$ cat src/rtl/hrp_pkg.sv
// hrp_pkg: register indices, field positions and reset values
// for the fine edge control block; shared by design and bench.
package hrp_pkg;
  // register indices; byte address is four times the index
  localparam logic [5:0] IDX_TB_CTRL = 6'h00;
  localparam logic [5:0] IDX_TB_STATE = 6'h01;
  localparam logic [5:0] IDX_PHASE_FINE = 6'h02;
  localparam logic [5:0] IDX_PHASE_COARSE = 6'h03;
  localparam logic [5:0] IDX_COUNTER = 6'h04;
  localparam logic [5:0] IDX_PERIOD_COARSE = 6'h05;
  localparam logic [5:0] IDX_PERIOD_FINE = 6'h06;
  localparam logic [5:0] IDX_CMP_CTRL = 6'h07;
  localparam logic [5:0] IDX_COMPARE_A_COARSE_FINE = 6'h08;
  localparam logic [5:0] IDX_COMPARE_A_COARSE_COARSE = 6'h09;
  localparam logic [5:0] IDX_COMPARE_B_VALUE = 6'h0a;
  localparam logic [5:0] IDX_EDGE_CFG = 6'h20;
  localparam logic [5:0] IDX_POWER = 6'h21;
  localparam logic [5:0] IDX_STEP_SCALE = 6'h26;
  localparam logic [5:0] IDX_PERIOD_CTRL = 6'h28;
  localparam logic [5:0] IDX_PERIOD_FINE_M = 6'h2a;
  localparam logic [5:0] IDX_PERIOD_COARSE_M = 6'h2b;
  localparam logic [5:0] IDX_COMPARE_A_COARSE_FINE_M = 6'h2c;
  localparam logic [5:0] IDX_COMPARE_A_COARSE_COARSE_M = 6'h2d;
  // fine_edge_config fields
  localparam int CFG_SWAP = 7;
  localparam int CFG_AUTO = 6;
  localparam int CFG_BSEL = 5;
  localparam int CFG_LOAD_HI = 4;
  localparam int CFG_LOAD_LO = 3;
  localparam int CFG_SRC = 2;
  localparam int CFG_EDGE_HI = 1;
  localparam int CFG_EDGE_LO = 0;
  // compare_control bit that enables compare A shadowing
  localparam int CMP_SHADOW_BIT = 4;
  localparam logic [1:0] LOAD_ZERO = 2'h0;
  localparam logic [1:0] LOAD_PRD = 2'h1;
  localparam logic [1:0] LOAD_BOTH = 2'h2;
  localparam logic [1:0] EDGE_OFF = 2'h0;
  localparam logic [1:0] EDGE_RISE = 2'h1;
  localparam logic [1:0] EDGE_FALL = 2'h2;
  localparam logic [1:0] EDGE_BOTH = 2'h3;
  // fine fields occupy bits 15-8 of their 16-bit register
  localparam int FINE_LSB = 8;
  localparam logic [7:0] CFG_RESET = 8'h00;
  localparam logic [15:0] CMP_CTRL_RESET = 16'h0000;
  localparam logic [7:0] STEP_RESET = 8'h00;
  localparam logic [1:0] RESP_OKAY = 2'h0;
  localparam logic [1:0] RESP_SLVERR = 2'h2;
endpackage : hrp_pkg

$ cat src/rtl/hrp_edge_ctrl.sv
// hrp_edge_ctrl: fine edge control and register file of one pwm
// channel, reached over axi4-lite. assumes the time base supplies
// one-cycle counter zero / period pulses and coarse a/b signals.
// Operation
// swap bit exchanges outputs a and b
// auto-scale multiplies fine value by scale factor
// software pre-scaling keeps auto-scale cleared
// b select drives inverted a onto b
// load select picks zero, period or both
// source select picks compare/period or phase
// edge select: off, rise, fall, both
// configuration resets to all zeros
// fine compare bits 15-8, 32-bit combined access
// compare a shadow enable governs fine compare
// software writes zeros to reserved low bytes
// fine phase bits 15-8, low byte reads zero
// period and compare registers are shadowed; here period fine is written directly, only compare a is shadowed
// config writes need unlock, act on a only
// 8-bit step scale converts fine value to delay
// reserved load code performs no load
// off mode leaves coarse edges untouched
`timescale 1ns/1ps
module hrp_edge_ctrl (
  input wire logic aclk,
  input wire logic aresetn,
  input wire logic [7:0] s_axi_awaddr,
  input wire logic s_axi_awvalid,
  output logic s_axi_awready,
  input wire logic [31:0] s_axi_wdata,
  input wire logic [3:0] s_axi_wstrb,
  input wire logic s_axi_wvalid,
  output logic s_axi_wready,
  output logic [1:0] s_axi_bresp,
  output logic s_axi_bvalid,
  input wire logic s_axi_bready,
  input wire logic [7:0] s_axi_araddr,
  input wire logic s_axi_arvalid,
  output logic s_axi_arready,
  output logic [31:0] s_axi_rdata,
  output logic [1:0] s_axi_rresp,
  output logic s_axi_rvalid,
  input wire logic s_axi_rready,
  input wire logic write_unlock,
  input wire logic ctr_zero,
  input wire logic ctr_prd,
  input wire logic coarse_a,
  input wire logic coarse_b,
  output logic output_a,
  output logic output_b,
  output logic [7:0] fine_delay,
  output logic fine_rise_en,
  output logic fine_fall_en,
  output logic [15:0] compare_a_coarse_active
);
  import hrp_pkg::*;

  logic aw_got, w_got;
  logic [5:0] aw_idx;
  logic [31:0] wdata_q;
  logic [3:0] wstrb_q;
  logic [7:0] cfg;
  logic [15:0] cmp_ctrl;
  logic [7:0] compare_a_coarse_fine_sh, compare_a_coarse_fine_act;
  logic [15:0] compare_a_coarse_sh;
  logic [7:0] phase_fine;
  logic [7:0] period_fine;
  logic [7:0] step_scale;

  // write channel
  wire do_wr = aw_got && w_got && !s_axi_bvalid;
  wire [5:0] w_idx = aw_idx;
  wire lo_en = wstrb_q[1];
  wire hi_en = wstrb_q[3];
  // byte-wide fields in bits 7-0 follow byte lane 0, as on any axi data bus
  wire b0_en = wstrb_q[0];
  wire wr_cfg = do_wr && w_idx == IDX_EDGE_CFG;
  wire wr_step = do_wr && w_idx == IDX_STEP_SCALE;
  wire wr_cmpf = do_wr && (w_idx == IDX_COMPARE_A_COARSE_FINE ||
    w_idx == IDX_COMPARE_A_COARSE_FINE_M);
  wire wr_cmpc = do_wr && (w_idx == IDX_COMPARE_A_COARSE_COARSE ||
    w_idx == IDX_COMPARE_A_COARSE_COARSE_M);
  wire wr_prdf = do_wr && (w_idx == IDX_PERIOD_FINE ||
    w_idx == IDX_PERIOD_FINE_M);
  wire wr_phsf = do_wr && w_idx == IDX_PHASE_FINE;
  wire wr_cctl = do_wr && w_idx == IDX_CMP_CTRL;
  wire shadow_on = cmp_ctrl[CMP_SHADOW_BIT];
  wire [1:0] load_sel = cfg[CFG_LOAD_HI:CFG_LOAD_LO];
  wire [1:0] edge_sel = cfg[CFG_EDGE_HI:CFG_EDGE_LO];
  // reserved code 11 matches no event, so nothing loads
  wire load_evt = (load_sel == LOAD_ZERO && ctr_zero) ||
    (load_sel == LOAD_PRD && ctr_prd) ||
    (load_sel == LOAD_BOTH && (ctr_zero || ctr_prd));
  // index 8 / 0x2c carries fine low, coarse high for one access
  wire cmpf_pair = w_idx == IDX_COMPARE_A_COARSE_FINE || w_idx == IDX_COMPARE_A_COARSE_FINE_M;
  wire wf_en = wr_cmpf && lo_en;
  wire wc_en = (wr_cmpf && hi_en) || (wr_cmpc && lo_en);
  wire [15:0] wc_val = cmpf_pair ? wdata_q[31:16] : wdata_q[15:0];
  wire known_w = w_idx <= IDX_COMPARE_B_VALUE || w_idx == IDX_EDGE_CFG ||
    w_idx == IDX_POWER || w_idx == IDX_STEP_SCALE ||
    (w_idx >= IDX_PERIOD_CTRL && w_idx <= IDX_COMPARE_A_COARSE_COARSE_M &&
    w_idx != 6'h29);

  assign s_axi_awready = !aw_got && !s_axi_bvalid;
  assign s_axi_wready = !w_got && !s_axi_bvalid;

  always_ff @(posedge aclk) begin
    if (!aresetn) begin
      aw_got <= 1'b0;
      w_got <= 1'b0;
      aw_idx <= 6'h00;
      wdata_q <= 32'h0000_0000;
      wstrb_q <= 4'h0;
      s_axi_bvalid <= 1'b0;
      s_axi_bresp <= RESP_OKAY;
    end else begin
      if (s_axi_awvalid && s_axi_awready) begin
        aw_got <= 1'b1;
        aw_idx <= s_axi_awaddr[7:2];
      end
      if (s_axi_wvalid && s_axi_wready) begin
        w_got <= 1'b1;
        wdata_q <= s_axi_wdata;
        wstrb_q <= s_axi_wstrb;
      end
      if (do_wr) begin
        aw_got <= 1'b0;
        w_got <= 1'b0;
        s_axi_bvalid <= 1'b1;
        s_axi_bresp <= known_w ? RESP_OKAY : RESP_SLVERR;
      end else if (s_axi_bready) begin
        s_axi_bvalid <= 1'b0;
      end
    end
  end

  // protected configuration; cfg and step scale ignored while locked, cmp_ctrl always writable
  always_ff @(posedge aclk) begin
    if (!aresetn) begin
      cfg <= CFG_RESET;
      step_scale <= STEP_RESET;
      cmp_ctrl <= CMP_CTRL_RESET;
    end else begin
      if (wr_cfg && b0_en && write_unlock) begin
        cfg <= wdata_q[7:0];
      end
      if (wr_step && b0_en && write_unlock) begin
        step_scale <= wdata_q[7:0];
      end
      // the shadow enable sits in lane 0, the upper byte in lane 1
      if (wr_cctl && b0_en) begin
        cmp_ctrl[7:0] <= wdata_q[7:0];
      end
      if (wr_cctl && lo_en) begin
        cmp_ctrl[15:8] <= wdata_q[15:8];
      end
    end
  end

  // compare a: shadow and active, same enable for both parts
  always_ff @(posedge aclk) begin
    if (!aresetn) begin
      compare_a_coarse_fine_sh <= 8'h00;
      compare_a_coarse_fine_act <= 8'h00;
      compare_a_coarse_sh <= 16'h0000;
      compare_a_coarse_active <= 16'h0000;
      phase_fine <= 8'h00;
      period_fine <= 8'h00;
    end else begin
      // in the load cycle active takes the old shadow; a software write lands in the shadow
      if (shadow_on && load_evt) begin
        compare_a_coarse_fine_act <= compare_a_coarse_fine_sh;
        compare_a_coarse_active <= compare_a_coarse_sh;
      end
      if (wf_en) begin
        compare_a_coarse_fine_sh <= wdata_q[15:8];
        if (!shadow_on) begin
          compare_a_coarse_fine_act <= wdata_q[15:8];
        end
      end
      if (wc_en) begin
        compare_a_coarse_sh <= wc_val;
        if (!shadow_on) begin
          compare_a_coarse_active <= wc_val;
        end
      end
      if (wr_phsf && lo_en) begin
        phase_fine <= wdata_q[15:8];
      end
      if (wr_prdf && lo_en) begin
        period_fine <= wdata_q[15:8];
      end
    end
  end

  // read channel: one-cycle registered answer
  wire [5:0] r_idx = s_axi_araddr[7:2];
  logic [31:0] rd_mux;
  logic rd_ok;
  always_comb begin
    rd_mux = 32'h0000_0000;
    rd_ok = 1'b1;
    case (r_idx)
      IDX_EDGE_CFG: rd_mux = {24'h000000, cfg};
      IDX_STEP_SCALE: rd_mux = {24'h000000, step_scale};
      IDX_CMP_CTRL: rd_mux = {16'h0000, cmp_ctrl};
      // reserved low bytes read as zero
      IDX_COMPARE_A_COARSE_FINE: rd_mux = {compare_a_coarse_sh, compare_a_coarse_fine_sh, 8'h00};
      IDX_COMPARE_A_COARSE_COARSE: rd_mux = {16'h0000, compare_a_coarse_sh};
      IDX_COMPARE_A_COARSE_COARSE_M: rd_mux = {16'h0000, compare_a_coarse_sh};
      IDX_PHASE_FINE: rd_mux = {16'h0000, phase_fine, 8'h00};
      IDX_PERIOD_FINE: rd_mux = {16'h0000, period_fine, 8'h00};
      IDX_TB_CTRL, IDX_TB_STATE, IDX_PHASE_COARSE, IDX_COUNTER,
      IDX_PERIOD_COARSE, IDX_COMPARE_B_VALUE, IDX_POWER, IDX_PERIOD_CTRL,
      IDX_PERIOD_FINE_M, IDX_PERIOD_COARSE_M,
      IDX_COMPARE_A_COARSE_FINE_M: rd_mux = 32'h0000_0000;
      default: rd_ok = 1'b0;
    endcase
  end

  assign s_axi_arready = !s_axi_rvalid;

  always_ff @(posedge aclk) begin
    if (!aresetn) begin
      s_axi_rvalid <= 1'b0;
      s_axi_rdata <= 32'h0000_0000;
      s_axi_rresp <= RESP_OKAY;
    end else if (s_axi_arvalid && s_axi_arready) begin
      s_axi_rvalid <= 1'b1;
      s_axi_rdata <= rd_mux;
      s_axi_rresp <= rd_ok ? RESP_OKAY : RESP_SLVERR;
    end else if (s_axi_rready) begin
      s_axi_rvalid <= 1'b0;
    end
  end

  // fine value source and scaling
  wire src_phase = cfg[CFG_SRC];
  wire [7:0] fine_src = src_phase ? phase_fine :
    (edge_sel == EDGE_BOTH ? period_fine : compare_a_coarse_fine_act);
  wire [15:0] scaled = fine_src * step_scale;
  wire [7:0] next_fine_delay = edge_sel == EDGE_OFF ? 8'h00 :
    (cfg[CFG_AUTO] ? scaled[15:8] : fine_src);
  // outputs: b select first, then swap; only channel a gets fine edges
  wire b_sel = cfg[CFG_BSEL] ? !coarse_a : coarse_b;
  wire next_a = cfg[CFG_SWAP] ? b_sel : coarse_a;
  wire next_b = cfg[CFG_SWAP] ? coarse_a : b_sel;

  always_ff @(posedge aclk) begin
    if (!aresetn) begin
      output_a <= 1'b0;
      output_b <= 1'b0;
      fine_delay <= 8'h00;
      fine_rise_en <= 1'b0;
      fine_fall_en <= 1'b0;
    end else begin
      output_a <= next_a;
      output_b <= next_b;
      fine_delay <= next_fine_delay;
      fine_rise_en <= edge_sel[0];
      fine_fall_en <= edge_sel[1];
    end
  end
endmodule : hrp_edge_ctrl

$ cat config.mk
export PLATFORM = sky130hd
export DESIGN_NAME = hrp_edge_ctrl
export DESIGN_NICKNAME = d
export VERILOG_FILES = /design/src/rtl/hrp_pkg.sv /design/src/rtl/hrp_edge_ctrl.sv
export SDC_FILE = /design/constraint.sdc
export NUM_CORES = 1
export LEC_CHECK = 0
export BUFFER_PORTS_ARGS = -buffer_cell sky130_fd_sc_hd__buf_2
export CAP_MARGIN = 20
export CORE_MARGIN = 4
export CORE_UTILIZATION = 30
export DETAILED_ROUTE_END_ITERATION = 10
export PLACE_DENSITY = 0.59
export SYNTH_ARGS = -nofsm -noshare
export SYNTH_HDL_FRONTEND = slang
export SYNTH_SLANG_ARGS = --single-unit
$ cat constraint.sdc
create_clock -name aclk -period 4.6 [get_ports aclk]
set_input_delay 0.69 -clock aclk [delete_from_list [all_inputs] [get_ports aclk]]
set_output_delay 0.69 -clock aclk [all_outputs]
set_load 0.01 [all_outputs]
==> results.toml <==
[floorplan]
fp.dieH_microns = 192.3
die_area_sq_mm = 0.03696
rows = 67
core_sq_mm = 0.03353
fp.dieW_microns = 192.3
io_pins = 133
start_util = 0.3037

[synthesis]
yosysWarnings = 0
ys_seq_area_frac = 0.3676
synth_top_family_by_area = "simple AND/OR/NAND/NOR gates"
synth_edf_count = 0
ys_ff_latch = 187
synth-simple-area-share = 0.2131
synthAdderAreaFrac = 0.1093
synth_mux_area_frac = 0.08071
synthArstFlopShare = 0
yosysMostFrequentCell = "nand2_1"
synthDistinctLibCells = 69
synthTopCellsByCount = "nand2_1, dfxtp_1, mux2i_1, nor2b_1, inv_1"
synth_cells = 1128
synth-main-ff-cell = "dfxtp_1"
syn_area_sq_mm = 0.01018
synth_compound_area_frac = 0.1730
synth.avg_cell_area_sq_um = 9.029
synth_xor_area_frac = 0.006880
yosys.area.top_type = "dfxtp_1"
synthTopCellsByArea = "dfxtp_1, mux2i_1, nand2_1, fa_1, nor2b_1"
yosysTopAreaCellShare = 0.3676

[worst_setup_path]
crit_fanout = 5
rr_startpoint = "cfg[1]"
crit_start = "cfg[1]"
required_ps = 4970
rr_endpoint = "fine_delay[6]"
setup.worst_path.end = "fine_delay[6]"
cp.arrival_ps = 5050
r2r_setup_slack_ps = -80
cp-start-kind = "register"
ff2ff_path_depth = 18
crit_type = "reg2reg"
endpoint_kind = "register"

[cells_and_area]
drive_gt1_frac = 0.2571
multi_input_area_sq_mm = 0.006365
antennaDiodeCount = 0
final_area_sq_mm = 0.01286
fill_cells = 3468
nets = 1426
synthToLayoutAreaGrowth_pct = 26.23
area.sequential_sq_mm = 0.003750

[drt]
vias = 8729
routedWlPerCell_microns = 17.52
drt_iter0_markers = 467
vias_per_cell = 4.974
firstDrtPassIters = 5
drtAntennaViolNets = 0
drc = 0
wl_microns = 30760

[global_routing]
grt_antenna_before_repair = 0
track_usage = 0.1640
grt_pass1_vias = 8554
grt_max_degree = 98
grt_first_pass_wirelength_microns = 47690
grt_overflow = 0

[sta]
fin_crit_ps = 4683
fin_crit_sh = 1.018
setup_violations = 2
fin_setup_tns_ps = -88.89
drv_slew = 0
rsz0062_at_grt = "true"
tightest_slew_ps = 1074
max_freq_mhz = 213.5
finalHoldViolCount = 0
setup_slack_ps = -83.01
timing.slew.headroom = 0.2818
fin_worst_skew_ps = 15.81

[placement]
place_area_sq_mm = 0.01165
dp_slack_ps = -329.6
numPortBuffers = 125
dp_hpwl_microns = 22310
gp_congestion = 0.8582

[pwr]
power.total_mw = 3.596
pwr_density_cell_mw_per_mm2 = 279.7
power.leakage_nw = 5.604
ir_drop_v = 0.0002755

[cts]
cts_tree = "yes"
cts-buffers-inserted = 17
clk_latency_ps = 440
cts_max_level = 4
cts_hold_buf = 0
clkTransAtPathRegs_ps = 80
cts_sinks = 187
clock_path_buffers = 2
clockRootBuffer = "clkbuf_16"

[outcome]
status = "complete, but fails checks"
violations = "setup timing"

[flow_run]
drv_cap = 0

[worst_hold_path]
worstHoldStart = "s_axi_rdata[26]"
hold_class = "reg2reg"
==> how the worst min path moves through the flow <==
stage | end | slack, ps | cells past startpoint
2_1_floorplan | cmp_ctrl[0] | 430 | 2
3_3_place_gp | s_axi_rdata[25] | 440 | 2
3_5_place_dp | cmp_ctrl[2] | 440 | 2
4_1_cts | cmp_ctrl[2] | 460 | 2
5_1_grt | s_axi_rdata[23] | 470 | 2
6_report | s_axi_rdata[26] | 450 | 2
==> what timing repair did <==
item / CTS / global route
gates resized for setup: 51 / 30
buffers inserted: 14 / 10
endpoints found under the setup margin: 7 / 7
pin swaps: 32 / 24
==> area by class of cell <==
type,count,share of cell area
multi-input combinational,822,0.4951
sequential,187,0.2917
timing repair buffer,217,0.1058
tap,448,0.04360
clock buffer,17,0.03309
clock inverter,15,0.01645
inverter,49,0.01431
==> state kept, by name, summed over array words and instances (netlist names), 3 cells and up <==
signal,flops
aw_idx,6
cfg,8
cmp_ctrl,16
compare_a_coarse_active,16
compare_a_coarse_fine_act,8
compare_a_coarse_fine_sh,8
compare_a_coarse_sh,16
fine_delay,8
period_fine,8
phase_fine,8
s_axi_rdata,32
step_scale,8
wdata_q,32
wstrb_q,3
==> through the flow <==
| step | instances | utilization | hold WS [ps] |
|---|---|---|---|
| 2_1_floorplan | 1129 | - | 431.2 |
| 3_3_place_gp | 1700 | 0.3474 | 439.5 |
| 6_report | 1755 | 0.3834 | 450.2 |
| 3_5_place_dp | 1700 | 0.3474 | 442.3 |
| 5_1_grt | 1755 | 0.3834 | 471.5 |
| 4_1_cts | 1746 | 0.3759 | 455.2 |
==> critical path, stage by stage, from the launching register on <==
cell and delay (ps):
dfxtp_2 360, nand2_2 60, buf_6 130, mux2i_2 150
o21ai_2 270, buf_4 180, nand2_1 60, fa_1 480
fa_1 500, inv_1 50, fa_1 450, fa_1 510
ha_4 320, o21ai_4 60, a21o_1 210, o21a_1 190
o21ai_2 80, or4b_1 450, o211ai_1 90
==> per-layer routing <==
layer,up-vias,track usage,part of all wire
met1,4241,0.2203,0.45
met4,0,0.04663,0.023
met2,216,0.2712,0.48
li1,4235,-,-
met3,37,0.02912,0.049
met5,-,0,0
==> logic make-up (layout without fill, tap and decap cells) <==
| kind of cell | count (synthesis) | after routing |
|---|---|---|
| AO/OA/AOI/OAI | 241 | 241 |
| XOR/XNOR | 8 | 8 |
| adder cells (fa/ha/maj) | 68 | 68 |
| buffers and inverters | 120 | 298 |
| flip-flops | 187 | 187 |
| multiplexers | 82 | 82 |
| other | 1 | 2 |
| AND/OR/NAND/NOR | 421 | 421 |
==> cells in the final DEF (no fill, tap or decap), drive strengths merged, types with 5 or more instances in the layout <==
| cell | instances |
|---|---|
| nor3 | 8 |
| ha | 33 |
| a21boi | 68 |
| a221oi | 9 |
| o211a | 19 |
| a21oi | 35 |
| dfxtp | 187 |
| and3 | 19 |
| o221a | 8 |
| nor2b | 77 |
| mux2i | 81 |
| nor3b | 7 |
| nand2 | 203 |
| a31oi | 9 |
| a222oi | 8 |
| a22oi | 17 |
| nor2 | 19 |
| a21o | 6 |
| fa | 35 |
| nand4 | 6 |
| o21ai | 32 |
| clkbuf | 17 |
| buf | 217 |
| and2 | 27 |
| xnor2 | 5 |
| nor4 | 6 |
| o21a | 10 |
| nand2b | 9 |
| inv | 55 |
| nand3 | 28 |
==> report_power, final <==
| part | internal, mW | total (mW) | switching [mW] |
|---|---|---|---|
| Sequential | 1.66 | 1.71 | 0.0529 |
| Combinational | 0.0979 | 0.240 | 0.142 |
| Clock | 0.926 | 1.65 | 0.720 |
Note: power is estimated with default switching activity, not from simulation.
